`config.mk`:
```
export PLATFORM = sky130hd
export DESIGN_NAME = five_port_parallel_io
export DESIGN_NICKNAME = d
export VERILOG_FILES = /design/src/verilog/parallel_io_pkg.sv /design/src/verilog/five_port_parallel_io.sv
export SDC_FILE = /design/constraint.sdc
export NUM_CORES = 1
export LEC_CHECK = 0
export CAP_MARGIN = 10
export CORE_MARGIN = 2
export CORE_UTILIZATION = 35
export DETAILED_ROUTE_END_ITERATION = 10
export DONT_BUFFER_PORTS = 1
export PLACE_DENSITY_LB_ADDON = 0.12
export SLEW_MARGIN = 20
export SYNTH_ARGS = -nofsm -noshare
export SYNTH_HDL_FRONTEND = slang
export SYNTH_SLANG_ARGS = --single-unit
```
`constraint.sdc`:
```
create_clock -name clk_i -period 1.9 [get_ports clk_i]
set_clock_uncertainty 0.2 [all_clocks]
set_input_delay 0.19 -clock clk_i [delete_from_list [all_inputs] [get_ports clk_i]]
set_output_delay 0.19 -clock clk_i [all_outputs]
set_load 0.03 [all_outputs]
```
`src/verilog/parallel_io_pkg.sv`:
```
package parallel_io_pkg;

  localparam int ADDR_W = 6;
  localparam int DATA_W = 8;

  // register addresses inside the special-function space
  localparam logic [5:0] SFR_FIRST = 6'h00;
  localparam logic [5:0] SFR_LAST = 6'h3F;
  localparam logic [5:0] PORT0_OUTPUT_LATCH_ADDR = 6'h00;
  localparam logic [5:0] PORT1_OUTPUT_LATCH_ADDR = 6'h01;
  localparam logic [5:0] PORT2_OUTPUT_LATCH_ADDR = 6'h02;
  localparam logic [5:0] PORT3_OUTPUT_LATCH_ADDR = 6'h03;
  localparam logic [5:0] PORT4_OUTPUT_LATCH_ADDR = 6'h04;
  localparam logic [5:0] PORT0_PIN_INPUT_ADDR = 6'h08;
  localparam logic [5:0] PORT2_PIN_INPUT_ADDR = 6'h0A;
  localparam logic [5:0] PORT1_DIRECTION_ADDR = 6'h0D;
  localparam logic [5:0] PORT3_DIRECTION_ADDR = 6'h0E;
  localparam logic [5:0] PORT4_DIRECTION_ADDR = 6'h0F;

  // port widths
  localparam int PORT0_W = 8;
  localparam int PORT1_W = 6;
  localparam int PORT2_W = 3;
  localparam int PORT3_W = 8;
  localparam int PORT4_W = 8;

  // field positions
  localparam int PORT_ZERO_BIT_ZERO = 0;
  localparam int PORT_TWO_FIRST_PIN = 0;
  localparam int LOW_CRYSTAL_INPUT = 1;
  localparam int LOW_CRYSTAL_OUTPUT = 2;
  localparam int ANALOG_SEL_W = 3;

  // reset values
  localparam logic [7:0] PORT0_LATCH_RST = 8'hFF;
  localparam logic [5:0] PORT1_LATCH_RST = 6'h00;
  localparam logic [5:0] PORT1_DIR_RST = 6'h00;
  localparam logic [2:0] PORT2_LATCH_RST = 3'h7;
  localparam logic [7:0] PORT3_LATCH_RST = 8'h00;
  localparam logic [7:0] PORT3_DIR_RST = 8'h00;
  localparam logic [7:0] PORT4_LATCH_RST = 8'h00;
  localparam logic [7:0] PORT4_DIR_RST = 8'h00;
  localparam logic [7:0] READ_IDLE = 8'h00;
  localparam logic [1:0] SYNC_RST = 2'h0;

  // one CPU access to the special-function space
  typedef struct packed {
    logic rd;
    logic wr;
    logic [ADDR_W-1:0] addr;
    logic [DATA_W-1:0] wdata;
  } sfr_req_t;

  // secondary-function controls owned by neighbouring blocks
  typedef struct packed {
    logic interrupt_pin_select;
    logic dual_clock_mode;
    logic analog_input_disable;
    logic [ANALOG_SEL_W-1:0] analog_channel_select;
  } alt_ctrl_t;

endpackage

```
`src/verilog/five_port_parallel_io.sv`:
```
`timescale 1ns/1ps
// Operation
// - port registers live in the 64-byte special-function space, plain reads and writes.
// - inputs have no latch; pins are taken at read time.
// - pin levels are sampled in the first state of the read cycle.
// - pin output changes in the second state of the write cycle.
// - port zero latches reset to one; one means input, zero drives low.
// - port zero latch and pin levels have separate read addresses.
// - port zero bit zero resets as input; select bit picks interrupt use.
// - port one bits are input at direction zero, output at one.
// - reset clears port one direction and latches.
// - latches of ports one, three, four accept writes in any direction.
// - upper two bits of port one data and direction read undefined; here they read zero.
// - ports one, three, four read pins for inputs, latches for outputs.
// - port two latches reset to one.
// - port two second and third pins serve the crystal in dual-clock mode.
// - falling edge on port two first pin sets its interrupt even as output.
// - port two has separate latch and pin reads; upper five bits unstable; here they read zero.
// - reset clears port three direction; analog disable starts at one.
// - with analog enabled, the selected port three pin is analog only.
// - selected analog pin reads zero; other pins read their level.
// - port four has per-bit direction; direction and latches reset to zero.
// - with select bit zero, port zero bit zero edges set no interrupt.
module five_port_parallel_io
  import parallel_io_pkg::*;
(
  input wire logic clk_i,
  input wire logic rst_n_i,
  input wire sfr_req_t req_i,
  output logic [DATA_W-1:0] rdata_o,
  output logic rvalid_o,
  output logic hit_o,
  input wire alt_ctrl_t alt_i,
  input wire logic [PORT0_W-1:0] port0_pin_i,
  output logic [PORT0_W-1:0] port0_pin_o,
  output logic [PORT0_W-1:0] port0_pin_oe_o,
  input wire logic [PORT1_W-1:0] port1_pin_i,
  output logic [PORT1_W-1:0] port1_pin_o,
  output logic [PORT1_W-1:0] port1_pin_oe_o,
  input wire logic [PORT2_W-1:0] port2_pin_i,
  output logic [PORT2_W-1:0] port2_pin_o,
  output logic [PORT2_W-1:0] port2_pin_oe_o,
  input wire logic [PORT3_W-1:0] port3_pin_i,
  output logic [PORT3_W-1:0] port3_pin_o,
  output logic [PORT3_W-1:0] port3_pin_oe_o,
  input wire logic [PORT4_W-1:0] port4_pin_i,
  output logic [PORT4_W-1:0] port4_pin_o,
  output logic [PORT4_W-1:0] port4_pin_oe_o,
  output logic [PORT3_W-1:0] analog_pin_select_o,
  output logic ext_irq_zero_set_o,
  output logic port_two_irq_set_o
);

  // per-bit readback: pins for inputs, latch for outputs
  function automatic logic [7:0] mixed_read(input logic [7:0] pins, input logic [7:0] latch,
                                            input logic [7:0] dir);
    mixed_read = (pins & ~dir) | (latch & dir);
  endfunction

  // one-hot decode of the analog channel field
  function automatic logic [PORT3_W-1:0] channel_onehot(input logic [ANALOG_SEL_W-1:0] sel);
    channel_onehot = '0;
    channel_onehot[sel] = 1'b1;
  endfunction

  logic [PORT0_W-1:0] port0_latch_r;
  logic [PORT1_W-1:0] port1_latch_r;
  logic [PORT1_W-1:0] port1_dir_r;
  logic [PORT2_W-1:0] port2_latch_r;
  logic [PORT3_W-1:0] port3_latch_r;
  logic [PORT3_W-1:0] port3_dir_r;
  logic [PORT4_W-1:0] port4_latch_r;
  logic [PORT4_W-1:0] port4_dir_r;

  logic [PORT0_W-1:0] port0_meta_r;
  logic [PORT0_W-1:0] port0_sync_r;
  logic [PORT1_W-1:0] port1_meta_r;
  logic [PORT1_W-1:0] port1_sync_r;
  logic [PORT2_W-1:0] port2_meta_r;
  logic [PORT2_W-1:0] port2_sync_r;
  logic [PORT3_W-1:0] port3_meta_r;
  logic [PORT3_W-1:0] port3_sync_r;
  logic [PORT4_W-1:0] port4_meta_r;
  logic [PORT4_W-1:0] port4_sync_r;

  logic p00_prev_r;
  logic p20_prev_r;
  logic [DATA_W-1:0] rdata_r;
  logic [DATA_W-1:0] rdata_nxt;
  logic rvalid_r;
  logic ext_irq_zero_r;
  logic port_two_irq_r;

  logic wr_p0;
  logic wr_p1;
  logic wr_p2;
  logic wr_p3;
  logic wr_p4;
  logic wr_d1;
  logic wr_d3;
  logic wr_d4;
  logic [PORT3_W-1:0] analog_sel;
  logic [PORT3_W-1:0] port3_digital;
  logic [PORT2_W-1:0] port2_crystal;

  // write strobes; the whole 6-bit space belongs to the special-function map
  assign wr_p0 = req_i.wr && (req_i.addr == PORT0_OUTPUT_LATCH_ADDR);
  assign wr_p1 = req_i.wr && (req_i.addr == PORT1_OUTPUT_LATCH_ADDR);
  assign wr_p2 = req_i.wr && (req_i.addr == PORT2_OUTPUT_LATCH_ADDR);
  assign wr_p3 = req_i.wr && (req_i.addr == PORT3_OUTPUT_LATCH_ADDR);
  assign wr_p4 = req_i.wr && (req_i.addr == PORT4_OUTPUT_LATCH_ADDR);
  assign wr_d1 = req_i.wr && (req_i.addr == PORT1_DIRECTION_ADDR);
  assign wr_d3 = req_i.wr && (req_i.addr == PORT3_DIRECTION_ADDR);
  assign wr_d4 = req_i.wr && (req_i.addr == PORT4_DIRECTION_ADDR);

  // analog channel takes the pin away from the digital driver
  assign analog_sel = alt_i.analog_input_disable ? '0 : channel_onehot(alt_i.analog_channel_select);
  assign port3_digital = ~analog_sel;
  assign port2_crystal = alt_i.dual_clock_mode ?
                         (PORT2_W'(1) << LOW_CRYSTAL_INPUT) | (PORT2_W'(1) << LOW_CRYSTAL_OUTPUT) : '0;

  // port zero output latch
  always_ff @(posedge clk_i or negedge rst_n_i) begin
    if (!rst_n_i) begin
      port0_latch_r <= PORT0_LATCH_RST;
    end else if (wr_p0) begin
      port0_latch_r <= req_i.wdata;
    end
  end

  // port one output latch
  always_ff @(posedge clk_i or negedge rst_n_i) begin
    if (!rst_n_i) begin
      port1_latch_r <= PORT1_LATCH_RST;
    end else if (wr_p1) begin
      port1_latch_r <= req_i.wdata[PORT1_W-1:0];
    end
  end

  // port one direction
  always_ff @(posedge clk_i or negedge rst_n_i) begin
    if (!rst_n_i) begin
      port1_dir_r <= PORT1_DIR_RST;
    end else if (wr_d1) begin
      port1_dir_r <= req_i.wdata[PORT1_W-1:0];
    end
  end

  // port two output latch
  always_ff @(posedge clk_i or negedge rst_n_i) begin
    if (!rst_n_i) begin
      port2_latch_r <= PORT2_LATCH_RST;
    end else if (wr_p2) begin
      port2_latch_r <= req_i.wdata[PORT2_W-1:0];
    end
  end

  // port three output latch
  always_ff @(posedge clk_i or negedge rst_n_i) begin
    if (!rst_n_i) begin
      port3_latch_r <= PORT3_LATCH_RST;
    end else if (wr_p3) begin
      port3_latch_r <= req_i.wdata;
    end
  end

  // port three direction
  always_ff @(posedge clk_i or negedge rst_n_i) begin
    if (!rst_n_i) begin
      port3_dir_r <= PORT3_DIR_RST;
    end else if (wr_d3) begin
      port3_dir_r <= req_i.wdata;
    end
  end

  // port four output latch
  always_ff @(posedge clk_i or negedge rst_n_i) begin
    if (!rst_n_i) begin
      port4_latch_r <= PORT4_LATCH_RST;
    end else if (wr_p4) begin
      port4_latch_r <= req_i.wdata;
    end
  end

  // port four direction
  always_ff @(posedge clk_i or negedge rst_n_i) begin
    if (!rst_n_i) begin
      port4_dir_r <= PORT4_DIR_RST;
    end else if (wr_d4) begin
      port4_dir_r <= req_i.wdata;
    end
  end

  // pin synchronisers, one per port; the first stage feeds only the second
  always_ff @(posedge clk_i or negedge rst_n_i) begin
    if (!rst_n_i) begin
      port0_meta_r <= '0;
      port0_sync_r <= '0;
    end else begin
      port0_meta_r <= port0_pin_i;
      port0_sync_r <= port0_meta_r;
    end
  end

  always_ff @(posedge clk_i or negedge rst_n_i) begin
    if (!rst_n_i) begin
      port1_meta_r <= '0;
      port1_sync_r <= '0;
    end else begin
      port1_meta_r <= port1_pin_i;
      port1_sync_r <= port1_meta_r;
    end
  end

  always_ff @(posedge clk_i or negedge rst_n_i) begin
    if (!rst_n_i) begin
      port2_meta_r <= '0;
      port2_sync_r <= '0;
    end else begin
      port2_meta_r <= port2_pin_i;
      port2_sync_r <= port2_meta_r;
    end
  end

  always_ff @(posedge clk_i or negedge rst_n_i) begin
    if (!rst_n_i) begin
      port3_meta_r <= '0;
      port3_sync_r <= '0;
    end else begin
      port3_meta_r <= port3_pin_i;
      port3_sync_r <= port3_meta_r;
    end
  end

  always_ff @(posedge clk_i or negedge rst_n_i) begin
    if (!rst_n_i) begin
      port4_meta_r <= '0;
      port4_sync_r <= '0;
    end else begin
      port4_meta_r <= port4_pin_i;
      port4_sync_r <= port4_meta_r;
    end
  end

  // read mux: synchronised pins, two clocks behind the pad, taken in the request cycle, no input latch
  always_comb begin
    rdata_nxt = READ_IDLE;
    case (req_i.addr)
      PORT0_OUTPUT_LATCH_ADDR: begin
        rdata_nxt = port0_latch_r;
      end
      PORT0_PIN_INPUT_ADDR: begin
        rdata_nxt = port0_sync_r;
      end
      PORT1_OUTPUT_LATCH_ADDR: begin
        rdata_nxt = mixed_read({2'h0, port1_sync_r}, {2'h0, port1_latch_r}, {2'h0, port1_dir_r});
      end
      PORT1_DIRECTION_ADDR: begin
        rdata_nxt = {2'h0, port1_dir_r};
      end
      PORT2_OUTPUT_LATCH_ADDR: begin
        rdata_nxt = {5'h00, port2_latch_r};
      end
      PORT2_PIN_INPUT_ADDR: begin
        rdata_nxt = {5'h00, port2_sync_r};
      end
      PORT3_OUTPUT_LATCH_ADDR: begin
        rdata_nxt = mixed_read(port3_sync_r & port3_digital, port3_latch_r, port3_dir_r & port3_digital);
      end
      PORT3_DIRECTION_ADDR: begin
        rdata_nxt = port3_dir_r;
      end
      PORT4_OUTPUT_LATCH_ADDR: begin
        rdata_nxt = mixed_read(port4_sync_r, port4_latch_r, port4_dir_r);
      end
      PORT4_DIRECTION_ADDR: begin
        rdata_nxt = port4_dir_r;
      end
      default: begin
        rdata_nxt = READ_IDLE;
      end
    endcase
  end

  // read data register, captured in the cycle of the read strobe
  always_ff @(posedge clk_i or negedge rst_n_i) begin
    if (!rst_n_i) begin
      rdata_r <= READ_IDLE;
      rvalid_r <= 1'b0;
    end else begin
      rvalid_r <= req_i.rd;
      if (req_i.rd) begin
        rdata_r <= rdata_nxt;
      end
    end
  end

  // falling edge on port zero bit zero, gated by the interrupt pin select
  always_ff @(posedge clk_i or negedge rst_n_i) begin
    if (!rst_n_i) begin
      p00_prev_r <= 1'b0;
      ext_irq_zero_r <= 1'b0;
    end else begin
      p00_prev_r <= port0_sync_r[PORT_ZERO_BIT_ZERO];
      ext_irq_zero_r <= alt_i.interrupt_pin_select && p00_prev_r &&
                        !port0_sync_r[PORT_ZERO_BIT_ZERO];
    end
  end

  // falling edge on port two first pin; it reads back its own driven level, so output pulses count too
  always_ff @(posedge clk_i or negedge rst_n_i) begin
    if (!rst_n_i) begin
      p20_prev_r <= 1'b0;
      port_two_irq_r <= 1'b0;
    end else begin
      p20_prev_r <= port2_sync_r[PORT_TWO_FIRST_PIN];
      port_two_irq_r <= p20_prev_r && !port2_sync_r[PORT_TWO_FIRST_PIN];
    end
  end

  assign rdata_o = rdata_r;
  assign rvalid_o = rvalid_r;
  assign hit_o = (req_i.rd || req_i.wr) && (req_i.addr >= SFR_FIRST) && (req_i.addr <= SFR_LAST);

  // ports zero and two pull low on a zero latch and float on one; port two crystal pins float in dual-clock mode
  assign port0_pin_o = port0_latch_r;
  assign port0_pin_oe_o = ~port0_latch_r;
  assign port2_pin_o = port2_latch_r;
  assign port2_pin_oe_o = ~port2_latch_r & ~port2_crystal;

  assign port1_pin_o = port1_latch_r;
  assign port1_pin_oe_o = port1_dir_r;
  assign port3_pin_o = port3_latch_r;
  assign port3_pin_oe_o = port3_dir_r & port3_digital;
  assign port4_pin_o = port4_latch_r;
  assign port4_pin_oe_o = port4_dir_r;

  assign analog_pin_select_o = analog_sel;
  assign ext_irq_zero_set_o = ext_irq_zero_r;
  assign port_two_irq_set_o = port_two_irq_r;

endmodule

```
# After elaboration in Yosys (flattened, before gate mapping)

Index checks and enable logic that the tools add are counted.

Bitwise operators: 19
Reduce and logical (&&, ||, !) cells: 18
Eq/ne operators: 9
Multiplexer cells: 5
$lt $le $gt $ge: 4

Operators by type and width:

| cell                 | count |
|---|---|
| $pmux W8 S10         | 1 |
| $and A8 B8 Y8        | 6 |
| $not A8 Y8           | 4 |
| $eq A6 B4 Y1 const B | 5 |
| $or A8 B8 Y8         | 2 |
| $logic_and A1 B1 Y1  | 14 |
| $eq A6 B2 Y1 const B | 2 |
| $and A6 B8 Y8        | 1 |
| $mux W8              | 1 |
| $not A6 Y8           | 1 |
| $or A8 B6 Y8         | 1 |
| $and A6 B6 Y6        | 1 |
| $eq A6 B1 Y1 const B | 1 |
| $eq A6 B3 Y1 const B | 1 |
| $ge A6 B1 Y1 const B | 1 |
| $le A6 B6 Y1 const B | 1 |
| $logic_not A6 Y1     | 1 |
| $not A3 Y3           | 2 |
| $lt A3 B4 Y1 const B | 1 |
| $and A3 B3 Y3        | 1 |
| $demux W1 S3         | 1 |
| $ge A3 B1 Y1 const B | 1 |
| $mux W3              | 1 |
| $logic_not A1 Y1     | 2 |
| other kinds (2)      | 2 |

Register bits: 134
Output and inout bits: 86
Bits of input ports: 57
Logic and storage cells: 79

# Logic depth before layout (Yosys ltp)

Word-level depth: 11
Mapped depth: 7
Gate-level depth less buffers: 5

# Worst setup path after synthesis

Ideal clock, no wire load.

Path kind: input to register
Start point: in alt_i[3] (netlist name)
End point: reg rdata_r[2], in the netlist rdata_o[2]
Buffers on the path: 0
Library setup time: 0.118 ns
Cell stages on the path: 5
Data arrival time: 2.170 ns
Data required time: 1.582 ns
Slack: -0.588 ns
Cells stage by stage: nor4b_1 -> nor4_1 -> a2111oi_0 -> a41oi_1 -> a21o_1

Cells in the longest elaborated chain, start to end: 7
Elaborated cells on any way between the ends: 9
Those cells by class: mux: 2; bitwise: 7

Ends and longest elaborated chain:

| element              | line                         | text |
|---|---|---|
| start, declared      | five_port_parallel_io.sv:33  | `input wire alt_ctrl_t alt_i,` |
| $mux W8 *            | five_port_parallel_io.sv:117 | `assign analog_sel = alt_i.analog_input_disable ? '0 : channel_onehot(alt_i.analog_channel_select);` |
| $not A8 Y8 *         | five_port_parallel_io.sv:118 | `assign port3_digital = ~analog_sel;` |
| $and A8 B8 Y8        | five_port_parallel_io.sv:268 | `rdata_nxt = mixed_read(port3_sync_r & port3_digital, port3_latch_r, port3_dir_r & port3_digital);` |
| $not A8 Y8           | five_port_parallel_io.sv:57  | `mixed_read = (pins & ~dir) \| (latch & dir);` |
| $and A8 B8 Y8        | five_port_parallel_io.sv:57  |  |
| $or A8 B8 Y8 *       | five_port_parallel_io.sv:57  |  |
| $pmux W8 S10 *       | five_port_parallel_io.sv:248 | `case (req_i.addr)` |
| end signal, assigned | five_port_parallel_io.sv:293 | `rdata_r <= rdata_nxt;` |
| end, declared        | five_port_parallel_io.sv:88  | `logic [DATA_W-1:0] rdata_r;` |

Mark *: on every way between the ends. The rest lies on a longest branch, timed or not.
A chain may end at the register's enable or synchronous reset.

# Final worst setup path

Start point: reg port3_dir_r[3]
End point: out port3_pin_oe_o[3]

Cells in the longest elaborated chain, start to end: 1

Ends and longest elaborated chain:

| element                | line                         | text |
|---|---|---|
| start, declared        | five_port_parallel_io.sv:71  | `logic [PORT3_W-1:0] port3_dir_r;` |
| start signal, assigned | five_port_parallel_io.sv:172 | `port3_dir_r <= req_i.wdata;` |
| $and A8 B8 Y8          | five_port_parallel_io.sv:334 | `assign port3_pin_oe_o = port3_dir_r & port3_digital;` |
| end, declared          | five_port_parallel_io.sv:45  | `output logic [PORT3_W-1:0] port3_pin_oe_o,` |

Every way passes these cells.

==> metrics.md <==
| Metric | Value |
|---|---|
| Placed Cells | `601` |
| Drt total wl | `14900 um` |
| DIE WIDTH | `125 um` |
| Post-layout min period | `1.78 ns` |
| Synth-to-Final Area Change | `34.3%` |
| Pleak | `between 3 and 4 nW` |
| Row count | `44` |
| Buf+Inv Stages, Crit Path | `0` |
| DRC violations left | `0` |
| Final Hold Viols | `about 130` |
| Ys Warns | `0` |
| Reg-to-reg endpoint | `rdata_o[4]` |
| Ys flop type | `dfrtp_1` |
| Critical path startpoint category | `flop` |
| Die area | `15700 um2` |
| Tightest Hold Check Type | `in2async` |
| Crit Path Category | `reg2out` |
| Fillers | `1300` |
| Die height | `between 100 and 150 um` |
| Diodes inserted | `0` |
| Slew Viols, Final | `0` |
| Netlist Area Pre-Place | `between 5000 and 6000 um2` |
| Drt first pass iters | `4` |
| Max Cap Viol | `0` |
| Vias/cell | `5.13` |
| PnR worst setup slack | `around 0.12 ns` |
| Peak supply drop | `688 uV` |
| Post-synth ARST share | `1.00` |
| Final nets | `542` |
| Via count | `3499` |
| Outcome | `finished with violations` |
| Distinct cells, synth | `46` |
| Crit path largest cell delay | `0.54 ns` |
| CTS root buf | `clkbuf_16` |
| Initial Util | `0.356` |
| Delay-heaviest family, CP | `simple AND/OR/NAND/NOR gates` |
| Dpl hpwl | `10500 um` |
| Post-Syn Nets | `426` |
| Multi-input gate area | `approximately 1800 um2` |
| Setup crit end kind | `primary output` |
| Overall Global Routing Usage | `0.198` |
| I/O Buffers | `0` |
| Slowest stage cell, crit path | `nor2b_1` |
| Pre-CTS worst setup slack | `about 0.0072 ns` |
| Peak Freq | `0.562 GHz` |
| Worst r2r path cells | `5` |
| RSZ-0062 raised after global routing | `no` |
| Clock-pin slew on the worst setup and hold paths | `0.06 ns` |
| Routed len/inst | `between 20 and 25 um` |
| Final period util | `0.937` |
| Slew HR | `0.589` |
| Worst EP required | `1.51 ns` |
| Global-route wire length before repair | `23100 um` |
| Post-synth EDFFs | `0` |
| Largest net degree at the start of global routing | `about 140` |
| CTS tree | `done` |
| Syn Area/Cell | `approximately 14 um2` |
| Worst R2R Setup Slack | `0.14 ns` |
| Worst R2R Start | `port4_pin_oe_o[4]` |
| Initial antenna violation count | `0` |
| Gpl congestion | `0.830` |
| Sequential Area | `3370 um2` |
| Post-CTS Hold Buffers | `49` |
| CTS buffer count | `17` |
| H-tree Lvls | `4` |
| Grt ovf | `0` |
| Non-Filler Instances | `682` |
| Pwr Density | `1110 nW/um2` |
| Cells after synthesis | `369` |
| CP Cell Sequence | `nor2b_1` |
| Worst-Margin Slew | `around 0.6 ns` |
| Core ar. | `14500 um2` |
| Ratio of cells with drive above 1 in the final layout | `0.341` |
| Clock tree buffer depth | `2` |
| Failing checks | `negative hold slack` |
| Hold_ws | `-0.732 ns` |
| Clock Latency Late Sink | `0.42 ns` |
| Number of global-route vias before repair | `3801` |
| DR iter-0 viols | `331` |
| Worst EP arrival | `about 1.4 ns` |
| # setup viols final | `0` |
| # Post-CTS Setup Buffers | `0` |
| Share of the yosys chip area belonging to registers | `0.653` |
| CP max FO | `4` |
| Yosys reg bits | `about 130` |
| CTS sink count | `around 130` |
| Post-route ant nets | `0` |
| Number of primary I/O pins | `143` |
-- layer usage --
layer  share of wire  routed length [um]  vias up  global-route usage
met5               0                   0        -                   0
met4           0.015                 220        0              0.0614
met3           0.082                1210       14              0.0817
met2            0.46                6850      125               0.305
met1            0.44                6580     1788               0.257
li1                -                   -     1572                   -
-- metrics by stage --
step	util	TNS [ns]	power, mW	cell area (um2)
6_report	0.478	0	7.72	6930
4_1_cts	0.478	0	7.82	6920
5_1_grt	0.478	0	8.02	6930
3_3_place_gp	0.401	0	4.25	5810
3_5_place_dp	0.401	0	4.26	5810
2_1_floorplan	-	-0.0747	4.00	5210
-- area by class of cell --
class | count | area share
Clock buffer | 19 | 0.0625
Clock inverter | 13 | 0.0260
Inverter | 14 | 0.00813
Multi-Input combinational cell | 214 | 0.254
Sequential cell | 134 | 0.486
Tap cell | 184 | 0.0332
Timing Repair Buffer | 104 | 0.130
-- synthesized netlist by cell type (5+ instances only) --
| cell type | n | area share |
|---|---|---|
| a21oi_1 | 5 | 0.0049 |
| dfstp_2 | 11 | 0.056 |
| inv_1 | 13 | 0.0095 |
| mux2i_1 | 19 | 0.037 |
| o2bb2ai_1 | 5 | 0.0085 |
| nand3_1 | 5 | 0.0049 |
| a32oi_1 | 6 | 0.010 |
| nor3_1 | 7 | 0.0068 |
| mux2_2 | 55 | 0.12 |
| dfrtp_1 | 123 | 0.60 |
| nor2_1 | 16 | 0.012 |
| nor2b_1 | 11 | 0.013 |
| nor4_1 | 6 | 0.0073 |
| nand2_1 | 18 | 0.013 |
| o21ai_0 | 8 | 0.0078 |
| nor3b_1 | 8 | 0.012 |
-- where the power goes --
part	internal, mW	total [mW]	switching (mW)
Sequential	3.12	3.52	0.403
Combinational	0.360	0.782	0.423
Clock	2.19	3.42	1.23
Total	5.66	7.72	2.06
-- flip-flops by register name, indices dropped and copies added (netlist names), 3 cells and up --
register,flops
port0_sync_r,8
port1_meta_r,6
port4_sync_r,8
rdata_o,8
port3_pin_o,8
port0_pin_o,8
port2_sync_r,3
port4_pin_o,8
port1_pin_oe_o,6
port4_pin_oe_o,8
port0_meta_r,8
port3_meta_r,8
port1_sync_r,6
port2_pin_o,3
port4_meta_r,8
port3_sync_r,8
port2_meta_r,3
port3_dir_r,8
port1_pin_o,6
-- worst max-delay path by stage --
stage                                  from           endpoint  slack [ns]  cells after the start
after floorplan                    alt_i[3]         rdata_o[2]       -0.07                      5
after global placement             alt_i[3]         rdata_o[2]        0.04                      5
after detailed placement           alt_i[3]         rdata_o[2]       0.007                      5
after CTS                 port1_pin_oe_o[2]         rdata_o[2]        0.07                      5
after global routing      port4_pin_oe_o[4]         rdata_o[4]        0.01                      5
final                        port3_dir_r[3]  port3_pin_oe_o[3]        0.12                      1
-- logic make-up after synthesis --
family	Yosys count	synth area share
AOI/OAI and AO/OA	47	0.0696
DFF	134	0.653
and+or+nand+nor	93	0.103
buffers and inverters	21	0.0175
muxes	74	0.157
-- layout by cell type, fill, tap and decap left out, types with 3 or more instances in the layout --
cell type	count
dfrtp_1	123
buf_4	55
mux2_2	54
dlygate4sd3_1	49
mux2i_1	19
nand2_1	17
clkbuf_16	17
nor2_1	16
inv_1	13
nor2b_1	11
dfstp_2	11
o21ai_0	8
nor3_1	6
a32oi_1	6
nor3b_1	6
nor4_1	5
nand3_1	5
o2bb2ai_1	5
a21oi_1	5
and2_1	4
clkinvlp_4	4
a22o_1	4
clkinv_2	4
bufinv_16	4
nor3b_2	3
nor4b_2	3
or2_2	3
a221oi_1	3
-- timing repair --
item | CTS | global route
endpoints found under the setup margin | 0 | 3
hold endpoints to repair | 230 | 134
gates resized for setup | 0 | 4
Note: power is estimated with default switching activity, not from simulation.
